--- src/hw/mcss_defs.vh ---
// constants for the misstep-correction and sensor-stop block
`ifndef MCSS_DEFS_VH
`define MCSS_DEFS_VH
// register offsets
`define MCSS_A_CTRL      4'h0
`define MCSS_A_TIMEOUT   4'h1
`define MCSS_A_OFS_DIST  4'h2
`define MCSS_A_OFS_VEL   4'h3
`define MCSS_A_EGB       4'h4
`define MCSS_A_MOTOR_RESOLUTION      4'h5
`define MCSS_A_THR_072   4'h6
`define MCSS_A_THR_036   4'h7
`define MCSS_A_STATUS    4'h8
`define MCSS_A_ACTIVE    4'h9
// control field positions (pending copies)
`define MCSS_B_EN        0
`define MCSS_B_OPOL      1
`define MCSS_B_SPOL      2
`define MCSS_B_ACT_LO    3
`define MCSS_B_ACT_HI    4
// reset values
`define MCSS_RV_EN       1'b0
`define MCSS_RV_OPOL     1'b0
`define MCSS_RV_SPOL     1'b0
`define MCSS_RV_ACT      2'h2
`define MCSS_RV_TO_MS    14'h03E8
`define MCSS_RV_OFS_VEL  19'h0_03E8
`define MCSS_RV_EGB      16'h01F4
`define MCSS_RV_THR_072  24'h00_0032
`define MCSS_RV_THR_036  24'h00_0064
// limits
`define MCSS_TO_MAX_MS   14'h2710
`define MCSS_VEL_MAX     19'h7_A120
`define MCSS_POS_MAX     24'h7F_FFFF
`define MCSS_EGB_072     16'h01F4
`define MCSS_EGB_036     16'h03E8
// timing: one millisecond tick
`define MCSS_MS_NS       1000000
`define MCSS_CLK_NS      10
`define MCSS_MS_CYC      (`MCSS_MS_NS / `MCSS_CLK_NS)
// stop actions
`define MCSS_ACT_HARD    2'h0
`define MCSS_ACT_SOFT    2'h1
`define MCSS_ACT_OFFSET  2'h2
`endif

--- src/hw/mcss_top.v ---
// misstep self-correction and sensor stop action block
//
// Operation
// - correction enable, default off, applies after reset; pending copy has no reset value, so no default here
// - compare command position with encoder counter
// - moving misstep: slow to starting velocity, resume
// - standstill misstep: return to original position
// - use standstill current during return move
// - skip return when position beyond 8388607
// - threshold chosen by gear B and resolution
// - no correction during mechanical home return
// - correction enabled disables stepout output
// - motion command during return raises alarm
// - overload beyond timeout raises alarm
// - correction output polarity, applies after reset
// - offset distance 0..8388607, immediate
// - offset velocity 1..500000, default 1000, immediate
// - sensor action only in continuous motion
// - action 0 requests hard stop
// - action 1 requests soft stop
// - action 2 offset velocity then stop at distance
// - home seek ignores sensor stop action
// - sensor polarity, default normally open; pending copy has no reset value, so no default here
// - reset settings stored, applied after reset
//
// Chosen here: the placing of the registers and strobed register access.
`timescale 1ns/1ps
`include "mcss_defs.vh"

module mcss_top #(
    parameter MS_CYC = `MCSS_MS_CYC              // cycles per millisecond tick
) (
    input  wire        CLOCK_I,                  // 100 MHz clock
    input  wire        RST_B_I,                  // synchronous reset, low
    input  wire        CE_I,                     // clock enable
    input  wire [3:0]  ADDR_I,                   // register index
    input  wire [31:0] WDATA_I,                  // write data
    input  wire        WR_I,                     // write strobe
    input  wire        RD_I,                     // read strobe
    output reg  [31:0] RDATA_O,                  // read data, one cycle later
    input  wire [24:0] CMD_POS_I,                // command position, signed
    input  wire [24:0] ENC_CNT_I,                // encoder counter, signed
    input  wire        MOVING_I,                 // profile generator in motion
    input  wire        CONT_MOVE_I,              // continuous move running
    input  wire        HOME_SEEK_I,              // home seeking running
    input  wire        MECH_HOME_I,              // mechanical home return running
    input  wire        MOTION_CMD_I,             // new motion command pulse
    input  wire        SENSOR_PIN_I,             // raw sensor pin
    input  wire        STEPOUT_RAW_I,            // stepout detector result
    output reg         SLOW_TO_START_O,          // slow to starting velocity
    output reg         RETURN_MOVE_O,            // return to original position
    output reg  [24:0] RETURN_TARGET_O,          // original position to return to
    output reg         STANDSTILL_CUR_O,         // select standstill current
    output reg         HARD_STOP_O,              // hard stop request pulse
    output reg         SOFT_STOP_O,              // soft stop request pulse
    output reg         OFFSET_STOP_O,            // offset stop request pulse
    output reg  [24:0] OFFSET_TARGET_O,          // stop position for offset stop
    output reg  [18:0] OFFSET_VEL_O,             // offset velocity
    output reg         STEPOUT_O,                // gated stepout output
    output reg         CORR_STATUS_O,            // correction status, polarised
    output reg         ALARM_MOTION_O,           // motion while in motion alarm
    output reg         ALARM_OVERLOAD_O          // correction overload alarm
);

    localparam ST_IDLE = 2'h0;
    localparam ST_SLOW = 2'h1;
    localparam ST_RET  = 2'h2;

    // pending copies written by software, saved across reset
    reg        pend_en;
    reg        pend_opol;
    reg        pend_spol;
    reg [1:0]  pend_act;
    // active copies loaded at reset
    reg        act_en;
    reg        act_opol;
    reg        act_spol;
    reg [1:0]  act_act;
    // immediate settings
    reg [13:0] timeout_ms;
    reg [23:0] ofs_dist;
    reg [18:0] ofs_vel;
    reg [15:0] encoder_gear_b;
    reg [3:0]  motor_resolution;
    reg [23:0] thr_072;
    reg [23:0] thr_036;
    // state
    reg [1:0]  state;
    reg        sens_s1;
    reg        sens_s2;
    reg        sens_q;
    reg [23:0] ms_cnt;
    reg [13:0] over_ms;
    reg        ovl_alarm;
    reg        mot_alarm;

    wire        wr_ok = CE_I & WR_I;
    wire [24:0] dev = CMD_POS_I - ENC_CNT_I;
    wire [24:0] adev = dev[24] ? (~dev + 25'h000_0001) : dev;
    wire [23:0] thr;
    wire        thr_known;
    wire        misstep;
    wire        pos_ok;
    wire        sens_act;
    wire        sens_edge;

    // threshold selected from the gear setting; unknown motor never trips
    assign thr_known = (motor_resolution == 4'h0) &&
                       ((encoder_gear_b == `MCSS_EGB_072) || (encoder_gear_b == `MCSS_EGB_036));
    assign thr = (encoder_gear_b == `MCSS_EGB_036) ? thr_036 : thr_072;
    assign misstep = act_en & ~MECH_HOME_I & thr_known &
                     (adev > {1'b0, thr});
    // return only when command position stays within 24-bit magnitude
    // the most negative 24-bit value is outside the symmetric range as well
    assign pos_ok = (CMD_POS_I[24:23] == 2'b00) ||
                    ((CMD_POS_I[24:23] == 2'b11) && (CMD_POS_I[22:0] != 23'h00_0000));
    assign sens_act  = sens_s2 ^ act_spol;
    assign sens_edge = sens_act & ~sens_q;

    // register writes; pending copies survive reset, live ones take defaults
    always @(posedge CLOCK_I) begin
        if (wr_ok && ADDR_I == `MCSS_A_CTRL) begin
            pend_en   <= WDATA_I[`MCSS_B_EN];
            pend_opol <= WDATA_I[`MCSS_B_OPOL];
            pend_spol <= WDATA_I[`MCSS_B_SPOL];
            pend_act  <= (WDATA_I[`MCSS_B_ACT_HI:`MCSS_B_ACT_LO] == 2'h3) ?
                         pend_act : WDATA_I[`MCSS_B_ACT_HI:`MCSS_B_ACT_LO];
        end
    end

    // active copies follow pending only at reset
    always @(posedge CLOCK_I) begin
        if (!RST_B_I) begin
            act_en   <= pend_en;
            act_opol <= pend_opol;
            act_spol <= pend_spol;
            act_act  <= pend_act;
        end
    end

    // immediate settings, out-of-range timeout, offset distance and offset velocity writes are ignored
    always @(posedge CLOCK_I) begin
        if (!RST_B_I) begin
            timeout_ms <= `MCSS_RV_TO_MS;
            ofs_dist   <= 24'h00_0000;
            ofs_vel    <= `MCSS_RV_OFS_VEL;
            encoder_gear_b        <= `MCSS_RV_EGB;
            motor_resolution       <= 4'h0;
            thr_072    <= `MCSS_RV_THR_072;
            thr_036    <= `MCSS_RV_THR_036;
        end else if (wr_ok) begin
            if (ADDR_I == `MCSS_A_TIMEOUT) begin
                if (WDATA_I[31:14] == 18'h0_0000 && WDATA_I[13:0] <= `MCSS_TO_MAX_MS)
                    timeout_ms <= WDATA_I[13:0];
            end else if (ADDR_I == `MCSS_A_OFS_DIST) begin
                if (WDATA_I[31:24] == 8'h00 && WDATA_I[23:0] <= `MCSS_POS_MAX)
                    ofs_dist <= WDATA_I[23:0];
            end else if (ADDR_I == `MCSS_A_OFS_VEL) begin
                if (WDATA_I[31:19] == 13'h0000 && WDATA_I[18:0] != 19'h0_0000 &&
                    WDATA_I[18:0] <= `MCSS_VEL_MAX)
                    ofs_vel <= WDATA_I[18:0];
            end else if (ADDR_I == `MCSS_A_EGB) begin
                encoder_gear_b <= WDATA_I[15:0];
            end else if (ADDR_I == `MCSS_A_MOTOR_RESOLUTION) begin
                motor_resolution <= WDATA_I[3:0];
            end else if (ADDR_I == `MCSS_A_THR_072) begin
                thr_072 <= WDATA_I[23:0];
            end else if (ADDR_I == `MCSS_A_THR_036) begin
                thr_036 <= WDATA_I[23:0];
            end
        end
    end

    // read port; unmapped indices read zero
    always @(posedge CLOCK_I) begin
        if (!RST_B_I) begin
            RDATA_O <= 32'h0000_0000;
        end else if (CE_I) begin
            if (!RD_I)
                RDATA_O <= 32'h0000_0000;
            else if (ADDR_I == `MCSS_A_CTRL)
                RDATA_O <= {27'h000_0000, pend_act, pend_spol, pend_opol, pend_en};
            else if (ADDR_I == `MCSS_A_TIMEOUT)
                RDATA_O <= {18'h0_0000, timeout_ms};
            else if (ADDR_I == `MCSS_A_OFS_DIST)
                RDATA_O <= {8'h00, ofs_dist};
            else if (ADDR_I == `MCSS_A_OFS_VEL)
                RDATA_O <= {13'h0000, ofs_vel};
            else if (ADDR_I == `MCSS_A_EGB)
                RDATA_O <= {16'h0000, encoder_gear_b};
            else if (ADDR_I == `MCSS_A_MOTOR_RESOLUTION)
                RDATA_O <= {28'h000_0000, motor_resolution};
            else if (ADDR_I == `MCSS_A_THR_072)
                RDATA_O <= {8'h00, thr_072};
            else if (ADDR_I == `MCSS_A_THR_036)
                RDATA_O <= {8'h00, thr_036};
            else if (ADDR_I == `MCSS_A_STATUS)
                RDATA_O <= {26'h000_0000, mot_alarm, ovl_alarm, sens_act,
                            misstep, state};
            else if (ADDR_I == `MCSS_A_ACTIVE)
                RDATA_O <= {27'h000_0000, act_act, act_spol, act_opol, act_en};
            else
                RDATA_O <= 32'h0000_0000;
        end
    end

    // sensor pin synchroniser, then a single edge register
    always @(posedge CLOCK_I) begin
        if (!RST_B_I) begin
            sens_s1 <= 1'b0;
            sens_s2 <= 1'b0;
            sens_q  <= 1'b1;                       // closed wiring must not fake an edge
        end else if (CE_I) begin
            sens_s1 <= SENSOR_PIN_I;
            sens_s2 <= sens_s1;
            sens_q  <= sens_act;
        end
    end

    // sensor stop: only continuous moves, home seek keeps its own use
    always @(posedge CLOCK_I) begin
        if (!RST_B_I) begin
            HARD_STOP_O     <= 1'b0;
            SOFT_STOP_O     <= 1'b0;
            OFFSET_STOP_O   <= 1'b0;
            OFFSET_TARGET_O <= 25'h000_0000;
            OFFSET_VEL_O    <= `MCSS_RV_OFS_VEL;
        end else if (CE_I) begin
            OFFSET_VEL_O  <= ofs_vel;
            HARD_STOP_O   <= 1'b0;
            SOFT_STOP_O   <= 1'b0;
            OFFSET_STOP_O <= 1'b0;
            if (sens_edge && CONT_MOVE_I && !HOME_SEEK_I) begin
                if (act_act == `MCSS_ACT_HARD)
                    HARD_STOP_O <= 1'b1;
                else if (act_act == `MCSS_ACT_SOFT)
                    SOFT_STOP_O <= 1'b1;
                else begin
                    OFFSET_STOP_O <= 1'b1;
                    // direction from sign of the remaining travel is unknown here,
                    // so the profile takes the magnitude; target given for + direction
                    OFFSET_TARGET_O <= CMD_POS_I + {1'b0, ofs_dist};
                end
            end
        end
    end

    // correction sequencer
    always @(posedge CLOCK_I) begin
        if (!RST_B_I) begin
            state            <= ST_IDLE;
            SLOW_TO_START_O  <= 1'b0;
            RETURN_MOVE_O    <= 1'b0;
            RETURN_TARGET_O  <= 25'h000_0000;
            STANDSTILL_CUR_O <= 1'b0;
            mot_alarm        <= 1'b0;
        end else if (CE_I) begin
            case (state)
                ST_IDLE: begin
                    if (misstep && MOVING_I) begin
                        state           <= ST_SLOW;
                        SLOW_TO_START_O <= 1'b1;
                    end else if (misstep && pos_ok) begin
                        state            <= ST_RET;
                        RETURN_MOVE_O    <= 1'b1;
                        RETURN_TARGET_O  <= CMD_POS_I;
                        STANDSTILL_CUR_O <= 1'b1;
                    end
                end
                ST_SLOW: begin
                    // profile resumes once deviation is back inside the band
                    if (!misstep || !MOVING_I) begin
                        state           <= ST_IDLE;
                        SLOW_TO_START_O <= 1'b0;
                    end
                end
                ST_RET: begin
                    if (MOTION_CMD_I)
                        mot_alarm <= 1'b1;
                    if (!misstep || MECH_HOME_I) begin
                        state            <= ST_IDLE;
                        RETURN_MOVE_O    <= 1'b0;
                        STANDSTILL_CUR_O <= 1'b0;
                    end
                end
                default: begin
                    state <= ST_IDLE;
                end
            endcase
        end
    end

    // overload timer: misstep that outlasts the timeout latches the alarm
    always @(posedge CLOCK_I) begin
        if (!RST_B_I) begin
            ms_cnt    <= 24'h00_0000;
            over_ms   <= 14'h0000;
            ovl_alarm <= 1'b0;
        end else if (CE_I) begin
            if (!misstep) begin
                ms_cnt  <= 24'h00_0000;
                over_ms <= 14'h0000;
            end else if (over_ms >= timeout_ms) begin
                ovl_alarm <= 1'b1;
            end else if (ms_cnt == MS_CYC - 1) begin
                ms_cnt  <= 24'h00_0000;
                over_ms <= over_ms + 14'h0001;
            end else begin
                ms_cnt <= ms_cnt + 24'h00_0001;
            end
        end
    end

    // status outputs
    always @(posedge CLOCK_I) begin
        if (!RST_B_I) begin
            STEPOUT_O        <= 1'b0;
            CORR_STATUS_O    <= 1'b0;
            ALARM_MOTION_O   <= 1'b0;
            ALARM_OVERLOAD_O <= 1'b0;
        end else if (CE_I) begin
            STEPOUT_O        <= STEPOUT_RAW_I & ~act_en;
            CORR_STATUS_O    <= (state != ST_IDLE) ^ act_opol;
            ALARM_MOTION_O   <= mot_alarm;
            ALARM_OVERLOAD_O <= ovl_alarm;
        end
    end

endmodule // mcss_top
--- config.mk ---
export PLATFORM = sky130hd
export DESIGN_NAME = mcss_top
export DESIGN_NICKNAME = d
export VERILOG_FILES = /design/src/hw/mcss_top.v
export VERILOG_INCLUDE_DIRS = /design/src /design/src/hw
export SDC_FILE = /design/constraint.sdc
export NUM_CORES = 1
export LEC_CHECK = 0
export ABC_CLOCK_PERIOD_IN_PS = 4700
export BUFFER_PORTS_ARGS = -buffer_cell sky130_fd_sc_hd__buf_2
export CAP_MARGIN = 10
export CORE_MARGIN = 2
export CORE_UTILIZATION = 35
export CTS_CLUSTER_DIAMETER = 120
export CTS_CLUSTER_SIZE = 40
export DETAILED_ROUTE_END_ITERATION = 16
export PLACE_DENSITY = 0.54
export REMOVE_ABC_BUFFERS = 1
export SETUP_SLACK_MARGIN = 0.15
export SLEW_MARGIN = 20
export SYNTH_ARGS = -nofsm -noshare
export SYNTH_HDL_FRONTEND = slang
export SYNTH_SLANG_ARGS = --single-unit
--- constraint.sdc ---
create_clock -name CLOCK_I -period 4.7 [get_ports CLOCK_I]
set_input_delay 0.235 -clock CLOCK_I [delete_from_list [all_inputs] [get_ports CLOCK_I]]
set_output_delay 0.235 -clock CLOCK_I [all_outputs]
set_load 0.01 [all_outputs]
## Yosys cells after proc, flatten, opt, wreduce, memory -nomap -nowiden

Cells that the tools add are included.

| cells by class | value |
|---|---|
| magnitude comparators | 5 |
| add/sub/neg operators | 5 |
| muxes and demuxes | 39 |
| bitwise operators | 22 |
| eq/ne operators | 25 |
| reductions and logical operators | 48 |

Operators by type and width:

| operator | number |
|---|---|
| $mux 24 | 13 |
| $mux 14 | 3 |
| $add 25x1->25 const B | 1 |
| $add 25x24->25 | 1 |
| $gt 25x24->1 | 1 |
| $mux 25 | 1 |
| $not 25->25 | 1 |
| $sub 25x25->25 | 1 |
| $add 24x1->24 const B | 1 |
| $eq 24x17->1 const B | 1 |
| $le 24x23->1 const B | 1 |
| $reduce_bool 23->1 | 1 |
| $reduce_and 4->1 | 5 |
| $le 19x19->1 const B | 1 |
| $reduce_bool 19->1 | 1 |
| $logic_not 18->1 | 1 |
| $eq 16x10->1 const B | 1 |
| $eq 16x9->1 const B | 1 |
| $eq 4x3->1 const B | 4 |
| $reduce_and 5->1 | 3 |
| $add 14x1->14 const B | 1 |
| $ge 14x14->1 | 1 |
| $le 14x14->1 const B | 1 |
| $logic_not 13->1 | 1 |
| 29 further kinds | 97 |

| storage, ports and cells | value |
|---|---|
| word-level logic and storage cells | 180 |
| input port bits | 98 |
| register bits | 290 |
| output and inout port bits | 111 |

## Logic depth before layout (Yosys ltp)

Gate-level depths: netlist of run 1.

| depth | value |
|---|---|
| depth after elaboration | 16 |
| gate-level depth with buffers | 28 |
| depth with buffers taken out | 26 |

## Least setup slack after synthesis of run 1

No wires, ideal clock.

| path | value |
|---|---|
| path type | in2reg |
| start point | input CMD_POS_I[0] |
| end point | register ms_cnt[19] |
| buffers on the path | 0 |
| library setup time | 0.070 ns |
| required time | 4.630 ns |
| arrival time | 5.097 ns |
| setup slack | -0.466 ns |
| cell stages on the path | 24 |
| path through | inv_1 > ha_1 > fa_1 > nor2b_1 > o31a_1 > a32oi_1 > a2bb2oi_1 > o21ai_0 > nor4b_1 > nor4b_4 > a21oi_1 > xor2_1 > ha_1 > a21o_1 > a21o_1 > a21oi_1 > nor2b_1 > o21ai_0 > o311a_1 > or2_0 > o31ai_1 > a2111oi_2 > or3b_1 > a21oi_1 |

| between the ends | value |
|---|---|
| word-level cells in the longest chain between the ends | 8 |
| elaborated cells on any way between the ends | 9 |
| those cells by class | add/sub: 2; order compare: 1; eq/ne: 1; mux: 2; bitwise: 2; reduce/logical: 1 |

RTL lines:

| item | line | RTL |
|---|---|---|
| start, declared | mcss_top.v:41 | `input wire [24:0] CMD_POS_I,` |
| $sub 25x25->25 (*) | mcss_top.v:98 | `wire [24:0] dev = CMD_POS_I - ENC_CNT_I;` |
| $not 25->25 | mcss_top.v:99 | `wire [24:0] adev = dev[24] ? (~dev + 25'h000_0001) : dev;` |
| $add 25x1->25 | mcss_top.v:99 |  |
| $mux 25 (*) | mcss_top.v:99 |  |
| $gt 25x24->1 (*) | mcss_top.v:112 | `(adev > {1'b0, thr});` |
| $and 1x1->1 (*) | mcss_top.v:111 | `assign misstep = act_en & ~MECH_HOME_I & thr_known &` |
| $ne 2x2->1 (no source line) | -- |  |
| $reduce_and 2->1 (no source line) | -- |  |
| end signal, assigned | mcss_top.v:309 | `ms_cnt <= ms_cnt + 24'h00_0001;` |
| end, declared | mcss_top.v:92 | `reg [23:0] ms_cnt;` |

Mark *: on every way between the ends. The rest lies on a longest branch, timed or not.
A chain may end at the register's enable or synchronous reset.

## Worst setup path in the final report of run 1

| path | value |
|---|---|
| start point | input ENC_CNT_I[1] |
| end point | register RETURN_TARGET_O[23] |

| between the ends | value |
|---|---|
| word-level cells in the longest chain between the ends | 9 |
| elaborated cells on any way between the ends | 10 |
| those cells by class | add/sub: 2; order compare: 1; mux: 1; bitwise: 3; reduce/logical: 3 |

RTL lines:

| item | line | RTL |
|---|---|---|
| start, declared | mcss_top.v:42 | `input wire [24:0] ENC_CNT_I,` |
| $sub 25x25->25 (*) | mcss_top.v:98 |  |
| $not 25->25 | mcss_top.v:99 |  |
| $add 25x1->25 | mcss_top.v:99 |  |
| $mux 25 (*) | mcss_top.v:99 |  |
| $gt 25x24->1 (*) | mcss_top.v:112 |  |
| $and 1x1->1 (*) | mcss_top.v:111 |  |
| $logic_and 1x1->1 | mcss_top.v:260 | `if (misstep && MOVING_I) begin` |
| $not 1->1 (no source line) | -- |  |
| $reduce_and 4->1 (no source line) (*) | -- |  |
| end signal, assigned | mcss_top.v:254 | `RETURN_TARGET_O <= 25'h000_0000;` |
| end signal, assigned | mcss_top.v:266 | `RETURN_TARGET_O <= CMD_POS_I;` |
| end, declared | mcss_top.v:52 | `output reg [24:0] RETURN_TARGET_O,` |

Marked as above.

==> results of run 1 <==
area by class of cell:
cell class	count	area share [%]
multi-input combinational	1610	50.7
sequential	282	27.2
timing repair buffer	451	15.1
tap	607	3.59
clock buffer	15	1.68
inverter	70	1.28
clock inverter	5	0.403
logic make-up (layout without fill, tap and decap cells):
group,after synthesis,after routing,synth area share [%]
buffers and inverters,196,541,4.97
multiplexers,137,137,8.36
XOR/XNOR,60,60,3.15
adder cells (fa/ha/maj),91,91,6.92
AND/OR/NAND/NOR,824,824,23.2
other,1,8,0.0225
AO/OA/AOI/OAI,489,490,18.9
flip-flops,282,282,34.4
through the flow:
step	hold slack [ns]	util (%)	setup TNS (ns)	instance area [µm²]	total power [µW]
after detailed placement	0.435	41.6	-53.74	19500	3810
final	0.00794	45.2	-7.27	21100	5470
after global routing	0.00341	45.2	-21.79	21100	5740
after global placement	0.434	41.6	-48.65	19500	3790
after floorplan	0.297	-	-59.19	16100	3200
after CTS	0.000718	44.6	-3.07	20800	5460
synth_stat cells (all sizes together), types with 10 or more instances:
cell type	number	share of area [%]
xor2	26	1.4
o21a	14	0.63
edfxtp	10	1.8
nor4	25	1.0
a21o	33	1.5
nand2b	15	0.56
inv	68	1.5
and2	13	0.49
clkbuf	95	2.1
buf	31	1.3
or4	15	0.68
mux2i	127	7.6
a211oi	13	0.65
a22oi	29	1.3
o21ai	72	2.2
a21oi	218	6.7
nor3	45	1.4
or3	19	0.71
nor2	205	4.6
xnor2	34	1.8
a31oi	17	0.73
nand3	57	1.7
nand4	26	0.98
dfxtp	272	33
a221oi	13	0.72
nor2b	20	0.80
and3	15	0.56
ha	89	6.7
nand2	331	7.5
o31ai	14	0.66
registers in the layout, indices dropped and copies added (netlist names), 16 cells and up:
name and count:
OFFSET_TARGET_O 25, OFFSET_VEL_O 19, RDATA_O 24, RETURN_TARGET_O 25
encoder_gear_b 16, ms_cnt 24, ofs_dist 24, ofs_vel 19
thr_036 24, thr_072 24
report_power, final:
group / switching [µW] / leakage (µW) / internal (µW)
combinational: 812 / 0.00641 / 744
clock: 890 / 0.000212 / 589
sequential: 13.7 / 0.00229 / 2420
total: 1720 / 0.00891 / 3760
final timing paths:
path | startpoint | to | slack [ns] | cells after the start
max | ENC_CNT_I[1] | RETURN_TARGET_O[23] | -0.21 | 27
min | WDATA_I[9] | thr_072[9] | 0.008 | 3
max reg2reg | encoder_gear_b[11] | RETURN_TARGET_O[23] | -0.04 | 21
min reg2reg | RETURN_TARGET_O[18] | RETURN_TARGET_O[18] | 0.46 | 2
metal layers:
layer | up-vias | routed length [µm] | global-route usage, %
met5 | - | 0 | 0
met4 | 0 | 1130 | 4.71
met3 | 55 | 3150 | 1.79
met2 | 441 | 26600 | 38.0
met1 | 7913 | 27200 | 32.4
li1 | 8068 | - | -
worst register-to-register path, delay by kind of cell (launching register included):
kind / cells / cell delay [ns]
flip-flops: 1 / 0.35
adder cells (fa/ha/maj): 1 / 0.17
AND/OR/NAND/NOR: 6 / 1.61
buffers and inverters: 6 / 0.89
AO/OA/AOI/OAI: 6 / 1.07
multiplexers: 2 / 0.54
repair_timing:
| item | 4_1_cts | 5_1_grt |
|---|---|---|
| endpoints found under the hold margin | 29 | 1 |
| hold buffers | 14 | 1 |
| pin swaps | 40 | 26 |
| buffers inserted | 25 | 7 |
| gates cloned | 6 | 0 |
| resized for setup | 96 | 40 |
| endpoints found under the setup margin | 65 | 67 |
==> reports/results.txt, run 1 <==
dpl ws: -0.914 ns
Final Cycle Share: 105%
DIE WIDTH: 222 µm
Clock Pin Slew Worst Setup and Hold Paths: 0.16 ns
area occupied by multi-input gates: 0.0107 mm²
DR iter-0 viols: 1,164
Worst Path Buf+Inv: 7
worst hold path class: in -> reg
Final Critical Period: 4.91 ns
Worst Skew: 0.0515 ns
post-synthesis async set-or-reset flop share: 0%
clock sink total: 282
post-DP HPWL: 42.8 mm
Residual DRC: 0
area grow syn2layout: 26.7%
CTS tree: done
Detailed Route WL: 58.0 mm
nature of the critical path startpoint: input port
Core Area: 0.0468 mm²
commonest cells after routing, fill and taps aside: 329 x nand2_1, 272 x dfxtp_1, 210 x buf_4
largest net degree at the start of global routing: 112
DR vias: 16,500
Post-Syn Instances: 2,080
io pins: 209
Root Driver: clkbuf_16
fin nets: 2,617
Clk Latency, worst-skew pair: 0.54 ns
first-pass GRT wire length: 90.5 mm
layout cells sized above 1: 24.3%
critical path's top delay family: compound AO/OA/AOI/OAI gates
Synth cell types: 93
Static Leak: 0.00891 µW
Final GP Congestion: 0.884
number of global-route vias before repair: 15,900
max-cap violation count: 0
drt wl/cell: 19.1 µm
n_diodes: 0
Largest stage delay, worst path: 0.39 ns
Die Footprint: 0.0494 mm²
Num CTS Buffers: 13
relative slew slack: 22.5%
Max Clock Freq: 203 MHz
post-synthesis sequential area ratio: 34.4%
maximum VDD drop: 0.219 mV
initial antenna violation count: 0
Slew @ Worst Pin: 1.15 ns
Final Non-Filler Cells: 3,040
Max H-tree Level: 1
Yosys warning count: 0
GRT overflow: 0
outcome: finished, violations left
kind of critical path: in -> reg
final setup violating endpoints: 57
Avg Inst Size Synth: 8.02 µm²
PD cells: 259 mW/mm²
Top FF cell, synth: dfxtp_1
FF/Latch Area: 0.00575 mm²
placed cells: 2,966
Final Slew Violations: 0
row count: 79
Synth Cell Area: 0.0167 mm²
CP arrival: 5.34 ns
final antenna-violating net count: 0
CTS Buffer Depth: 3
Required @ worst endpoint: 5.13 ns
Die Ht: 222 µm
RSZ-0062 raised after global routing: yes
Fillers: 4,686
EDFF count, synth: 10
kind of end point of the critical path: flop
most common library cell in the layout ignoring fill and taps: nand2_1
port buffer count: 200
peak fanout along the critical path: 7
CP max stage cell: o311a_1
synthesized flop and latch total: 282
failing checks: negative setup slack
Via density: 5.42
DR pass1 iterations: 5
Initial Utilization: 35.7%
setup ws final: -0.215 ns
Total GRT Usage: 22.9%
Final Hold Viols: 0
Note: power is estimated with default switching activity, not from simulation.
==> inputs of run 2 (changes only) <==
--- a/config.mk
+++ b/config.mk
@@ -6,7 +6,7 @@
 export SDC_FILE = /design/constraint.sdc
 export NUM_CORES = 1
 export LEC_CHECK = 0
-export ABC_CLOCK_PERIOD_IN_PS = 4700
+export ABC_CLOCK_PERIOD_IN_PS = 5200
 export BUFFER_PORTS_ARGS = -buffer_cell sky130_fd_sc_hd__buf_2
 export CAP_MARGIN = 10
 export CORE_MARGIN = 2
@@ -14,7 +14,8 @@
 export CTS_CLUSTER_DIAMETER = 120
 export CTS_CLUSTER_SIZE = 40
 export DETAILED_ROUTE_END_ITERATION = 16
-export PLACE_DENSITY = 0.54
+export GPL_ROUTABILITY_DRIVEN = 1
+export PLACE_DENSITY = 0.52
 export REMOVE_ABC_BUFFERS = 1
 export SETUP_SLACK_MARGIN = 0.15
 export SLEW_MARGIN = 20
==> constraint.sdc (replaced) <==
create_clock -name CLOCK_I -period 5.2 [get_ports CLOCK_I]
set_input_delay 0.26 -clock CLOCK_I [delete_from_list [all_inputs] [get_ports CLOCK_I]]
set_output_delay 0.26 -clock CLOCK_I [all_outputs]
set_load 0.01 [all_outputs]
==> run 2 against run 1 <==
The flow now finishes without violations. Sequential share of layout area increased by 0.95 points. First-iteration DRC count rose by 0.86%. Non-clock buffer count is 49 lower. Flip-flop and latch count did not move. Cell count fell by 1.4%. Wire length is 2.0% lower. Setup slack better by 0.43 ns. Critical path type unchanged.
==> reports/results.txt, run 2 (synthesis gave the netlist of run 1 again) <==
Die Ht: 222 µm
Initial Utilization: 35.7%
Reg-to-Reg End: ms_cnt[3]
Max H-tree Level: 1
Detailed Route WL: 56.8 mm
io pins: 209
critical path's top delay family: compound AO/OA/AOI/OAI gates
port buffer count: 200
area of placed instances: 0.0193 mm²
DR iter-0 viols: 1,174
Final GP Congestion: 0.881
Clk pwr share: 30.4%
outcome: completed
clock sink total: 282
worst hold path startpoint: WDATA_I[10]
Core Area: 0.0468 mm²
placed cells: 2,940
Reg2Reg Setup Slack: 0.47 ns
Final Hold Viols: 0
fin nets: 2,570
Residual DRC: 0
Comb pwr share: 25.5%
maximum VDD drop: 0.231 mV
Total GRT Usage: 22.2%
first-pass GRT wire length: 87.7 mm
post-DP HPWL: 42.6 mm
final antenna-violating net count: 0
Static Leak: 0.00857 µW
Num CTS Buffers: 15
largest net degree at the start of global routing: 94
peak fanout along the critical path: 8
Root Driver: clkbuf_16
DIE WIDTH: 222 µm
Clock Pin Slew Worst Setup and Hold Paths: 0.15 ns
Final Cycle Share: 95.8%
row count: 79
initial antenna violation count: 1
switching pwr: 1610 µW
Pwr Total: 4990 µW
setup TNS: 0 ns
P_int: 3380 µW
relative slew slack: 24.0%
Die Footprint: 0.0494 mm²
number of global-route vias before repair: 15,600
RSZ-0062 raised after global routing: yes
nature of the critical path startpoint: input port
CTS Buffer Depth: 3
kind of critical path: in -> reg
part of the power in registers: 44.1%
layout cells sized above 1: 21.6%
Required @ worst endpoint: 5.65 ns
Clk Latency, worst-skew pair: 0.55 ns
DR pass1 iterations: 6
Worst Hold Path EP: ofs_dist[10]
drt wl/cell: 19.0 µm
biggest regs: OFFSET_TARGET_O: 25 flops, RETURN_TARGET_O: 25 flops
RR Startpoint: encoder_gear_b[11]
Via density: 5.42
PD cells: 244 mW/mm²
most common library cell in the layout ignoring fill and taps: nand2_1
Final Non-Filler Cells: 2,998
Final Core Density: 43.7%
Hold Path Depth: 3
CTS tree: done
DR vias: 16,300
Max Clock Freq: 201 MHz
final setup violating endpoints: 0
worst hold path class: in -> reg
Slew @ Worst Pin: 1.13 ns
R2R cell count: 21
Finished Cell Area: 0.0204 mm²
CP max stage cell: o311a_1
GRT overflow: 0
Final Slew Violations: 0
kind of end point of the critical path: flop
Worst Skew: 0.0452 ns
commonest cells after routing, fill and taps aside: 328 x nand2_1, 272 x dfxtp_1, 200 x nor2_1
Worst Path Buf+Inv: 10
Net Sw Frac: 32.3%
Final Critical Period: 4.98 ns
CP arrival: 5.44 ns
area grow syn2layout: 22.4%
max-cap violation count: 0
Largest stage delay, worst path: 0.38 ns
run 2: worst register-to-register path, cell delays in order (launching register included):
cell and delay [ns]:
dfxtp_1 0.35, or4_1 0.59, nor3_1 0.33, nand2_1 0.16, buf_12 0.21, mux2_2 0.31
ha_1 0.17, inv_1 0.05, a21o_1 0.10, a21oi_1 0.07, o211ai_1 0.23, a31oi_1 0.16
o311a_1 0.38, or2_0 0.20, buf_4 0.16, o31a_1 0.32, buf_4 0.15, o41ai_4 0.10
buf_4 0.25, nand2_8 0.07, buf_8 0.17, a21oi_2 0.10
run 2: final cells by class:
cell class	instances	area [µm²]
Clock inverter	9	180
Timing Repair Buffer	402	2650
Tap cell	607	759
Inverter	70	270
Fill cell	4787	26300
Antenna cell	1	2.50
Multi-Input combinational cell	1610	10400
Sequential cell	282	5750
Clock buffer	17	383
run 2: through the flow:
stage               setup WS [ns]  hold slack [ns]
global route              -0.0282           0.0111
global placement           -0.422            0.437
finish                      0.217           0.0284
detailed placement         -0.507            0.436
CTS                         0.174          0.00527
floorplan                   -1.06            0.322
run 2: worst max-delay path by stage:
stage | depth (start not counted) | start | endpoint | slack, ns
final | 32 | ENC_CNT_I[2] | ms_cnt[3] | 0.22
after global routing | 32 | CMD_POS_I[0] | ms_cnt[3] | -0.03
after CTS | 27 | CMD_POS_I[0] | ms_cnt[5] | 0.17
after detailed placement | 29 | CMD_POS_I[0] | ms_cnt[19] | -0.51
after global placement | 28 | CMD_POS_I[0] | ms_cnt[15] | -0.42
after floorplan | 23 | CMD_POS_I[0] | RETURN_TARGET_O[0] | -1.06
run 2: power groups by stage:
| stage | Clock [µW] | Combinational [µW] | Sequential [µW] |
|---|---|---|---|
| 2_1_floorplan | 0 | 644 | 2250 |
| 3_3_place_gp | 0 | 1160 | 2250 |
| 3_5_place_dp | 0 | 1170 | 2250 |
| 4_1_cts | 1580 | 1190 | 2200 |
| 5_1_grt | 1650 | 1400 | 2200 |
| 6_report | 1520 | 1270 | 2200 |
run 2: per-layer routing:
layer  track usage (%)  part of all wire [%]  up-vias
met2              36.1                    45      459
met5                 0                     0        -
met1              30.8                    47     7753
met3              2.58                   5.0       72
li1                  -                     -     7976
met4              6.87                   3.2        0
run 2: what timing repair did:
action,CTS,global route
gates resized for setup,1,64
buffers inserted,0,15
cloned,0,1
pin swaps,1,24
hold endpoints to repair,31,0
endpoints found under the setup margin,6,65
hold buffers,15,0
==> inputs of run 3 (changes only) <==
--- a/config.mk
+++ b/config.mk
@@ -6,7 +6,7 @@
 export SDC_FILE = /design/constraint.sdc
 export NUM_CORES = 1
 export LEC_CHECK = 0
-export ABC_CLOCK_PERIOD_IN_PS = 5200
+export ABC_CLOCK_PERIOD_IN_PS = 4300
 export BUFFER_PORTS_ARGS = -buffer_cell sky130_fd_sc_hd__buf_2
 export CAP_MARGIN = 10
 export CORE_MARGIN = 2
@@ -15,7 +15,7 @@
 export CTS_CLUSTER_SIZE = 40
 export DETAILED_ROUTE_END_ITERATION = 16
 export GPL_ROUTABILITY_DRIVEN = 1
-export PLACE_DENSITY = 0.52
+export PLACE_DENSITY = 0.54
 export REMOVE_ABC_BUFFERS = 1
 export SETUP_SLACK_MARGIN = 0.15
 export SLEW_MARGIN = 20
==> constraint.sdc (replaced) <==
create_clock -name CLOCK_I -period 4.3 [get_ports CLOCK_I]
set_input_delay 0.215 -clock CLOCK_I [delete_from_list [all_inputs] [get_ports CLOCK_I]]
set_output_delay 0.215 -clock CLOCK_I [all_outputs]
set_load 0.01 [all_outputs]
==> run 3 against run 2 <==
The flow now finishes with violations (negative setup slack). Wire length grew 3.3%. Total power grew 23%. Worst hold slack lost 0.0049 ns. Clock skew grew 0.0012 ns. Flip-flop and latch count is the same. Sequential share of layout area shrank 1.4 points. First-iteration DRC count grew 3.0%. Largest cell class unchanged. Largest power group unchanged.
==> reports/results.txt, run 3 (synthesis gave the netlist of run 1 again) <==
Core Area: 0.0468 mm²
CTS tree: done
kind of critical path: in -> reg
Slew @ Worst Pin: 1.13 ns
Max H-tree Level: 1
nature of the critical path startpoint: input port
area grow syn2layout: 28.6%
CP max stage cell: o311a_1
critical path's top delay family: compound AO/OA/AOI/OAI gates
DIE WIDTH: 222 µm
max-cap violation count: 0
final antenna-violating net count: 0
outcome: finished, violations left
DR iter-0 viols: 1,209
DR vias: 16,600
post-DP HPWL: 43.0 mm
GRT overflow: 0
placed cells: 2,982
port buffer count: 200
RSZ-0062 raised after global routing: yes
first-pass GRT wire length: 89.8 mm
Final Critical Period: 4.91 ns
row count: 79
failing checks: negative setup slack
Residual DRC: 0
worst hold path class: in -> reg
DR pass1 iterations: 6
biggest regs: OFFSET_TARGET_O: 25 flops, RETURN_TARGET_O: 25 flops
Static Leak: 0.00906 µW
Initial Utilization: 35.7%
kind of end point of the critical path: flop
Largest stage delay, worst path: 0.39 ns
Final Non-Filler Cells: 3,063
Clock Pin Slew Worst Setup and Hold Paths: 0.15 ns
Required @ worst endpoint: 4.77 ns
setup ws final: -0.608 ns
PD cells: 286 mW/mm²
CP arrival: 5.38 ns
Max Clock Freq: 204 MHz
Clk Latency, worst-skew pair: 0.55 ns
Via density: 5.43
Worst Skew: 0.0465 ns
io pins: 209
Num CTS Buffers: 13
Worst Path Buf+Inv: 10
CTS Buffer Depth: 3
Total GRT Usage: 22.7%
initial antenna violation count: 0
peak fanout along the critical path: 6
number of global-route vias before repair: 15,800
Die Footprint: 0.0494 mm²
Detailed Route WL: 58.7 mm
Final Slew Violations: 0
Die Ht: 222 µm
most common library cell in the layout ignoring fill and taps: nand2_1
clock sink total: 282
Final Hold Viols: 0
fin nets: 2,638
Final GP Congestion: 0.886
relative slew slack: 24.0%
layout cells sized above 1: 25.6%
Root Driver: clkbuf_16
drt wl/cell: 19.2 µm
final setup violating endpoints: 67
Fillers: 4,626
maximum VDD drop: 0.230 mV
largest net degree at the start of global routing: 95
Final Cycle Share: 114%
Final Core Density: 45.9%
commonest cells after routing, fill and taps aside: 329 x nand2_1, 272 x dfxtp_1, 220 x buf_4
==> run 3: changes by cell type in the layout (fill, tap and decap cells not counted), sizes merged <==
| cell | previous run | this run |
|---|---|---|
| buf | 386 | 448 |
| clkinv | 5 | 3 |
| clkinvlp | 2 | 0 |
| dlygate4sd3 | 15 | 20 |
| inv | 72 | 74 |
| o21ai | 72 | 73 |
| o41ai | 6 | 5 |
==> run 3: final timing paths <==
kind,from,end,slack (ns),cells after the start
worst max register to register,encoder_gear_b[11],RETURN_TARGET_O[6],-0.46,22
worst min register to register,RETURN_TARGET_O[18],RETURN_TARGET_O[18],0.46,2
worst min-delay path,WDATA_I[8],ofs_dist[8],0.02,3
worst max-delay path,CMD_POS_I[0],RETURN_TARGET_O[6],-0.61,31
==> run 3: area by class of cell <==
| cell class | count | area (µm²) | area share [%] |
|---|---|---|---|
| clock inverter | 7 | 138 | 0.641 |
| inverter | 70 | 270 | 1.26 |
| antenna | 1 | 2.50 | 0.0117 |
| timing repair buffer | 472 | 3420 | 15.9 |
| tap | 607 | 759 | 3.54 |
| multi-input combinational | 1610 | 10800 | 50.3 |
| sequential | 282 | 5750 | 26.8 |
| clock buffer | 14 | 329 | 1.53 |
==> run 3: where the power goes <==
group	internal, µW	total [µW]	leakage (µW)	switching [µW]
sequential	2650	2660	0.00229	15.9
combinational	868	1780	0.00654	913
clock	636	1690	0.000223	1050
total	4150	6130	0.00906	1980
==> run 3: per-stage QoR <==
| stage | power, µW | TNS, ns | area, µm² | hold slack (ns) | worst slack, ns |
|---|---|---|---|---|---|
| after floorplan | 3500 | -84.66 | 16100 | 0.277 | -1.92 |
| after global placement | 4160 | -73.65 | 19600 | 0.438 | -1.23 |
| after detailed placement | 4170 | -78.61 | 19600 | 0.437 | -1.28 |
| after CTS | 6010 | -22.13 | 20800 | 0.00394 | -0.439 |
| after global routing | 6410 | -47.14 | 21500 | 0.0215 | -0.849 |
| final | 6130 | -30.51 | 21500 | 0.0235 | -0.608 |
==> run 3: what timing repair did <==
item / 4_1_cts / 5_1_grt
resized for setup: 58 / 105
pin swaps: 23 / 44
hold buffers: 20 / 0
cloned: 3 / 5
buffers inserted: 20 / 10
endpoints found under the hold margin: 50 / 0
setup endpoints to repair: 69 / 69
==> run 3: routing by layer <==
metal | track usage (%) | vias up | part of all wire [%]
met2 | 36.7 | 499 | 45
met1 | 32.0 | 7994 | 47
met3 | 2.25 | 59 | 5.4
li1 | - | 8095 | -
met4 | 7.06 | 0 | 3.0
met5 | 0 | - | 0
==> run 3: worst register-to-register path, delay by kind of cell, from the launching register on <==
kind,cells,cell delay [ns]
AOI/OAI and AO/OA,6,1.09
muxes,2,0.48
and+or+nand+nor,6,1.63
buffers and inverters,7,0.98
DFF,1,0.34
adders and majority gates,1,0.17
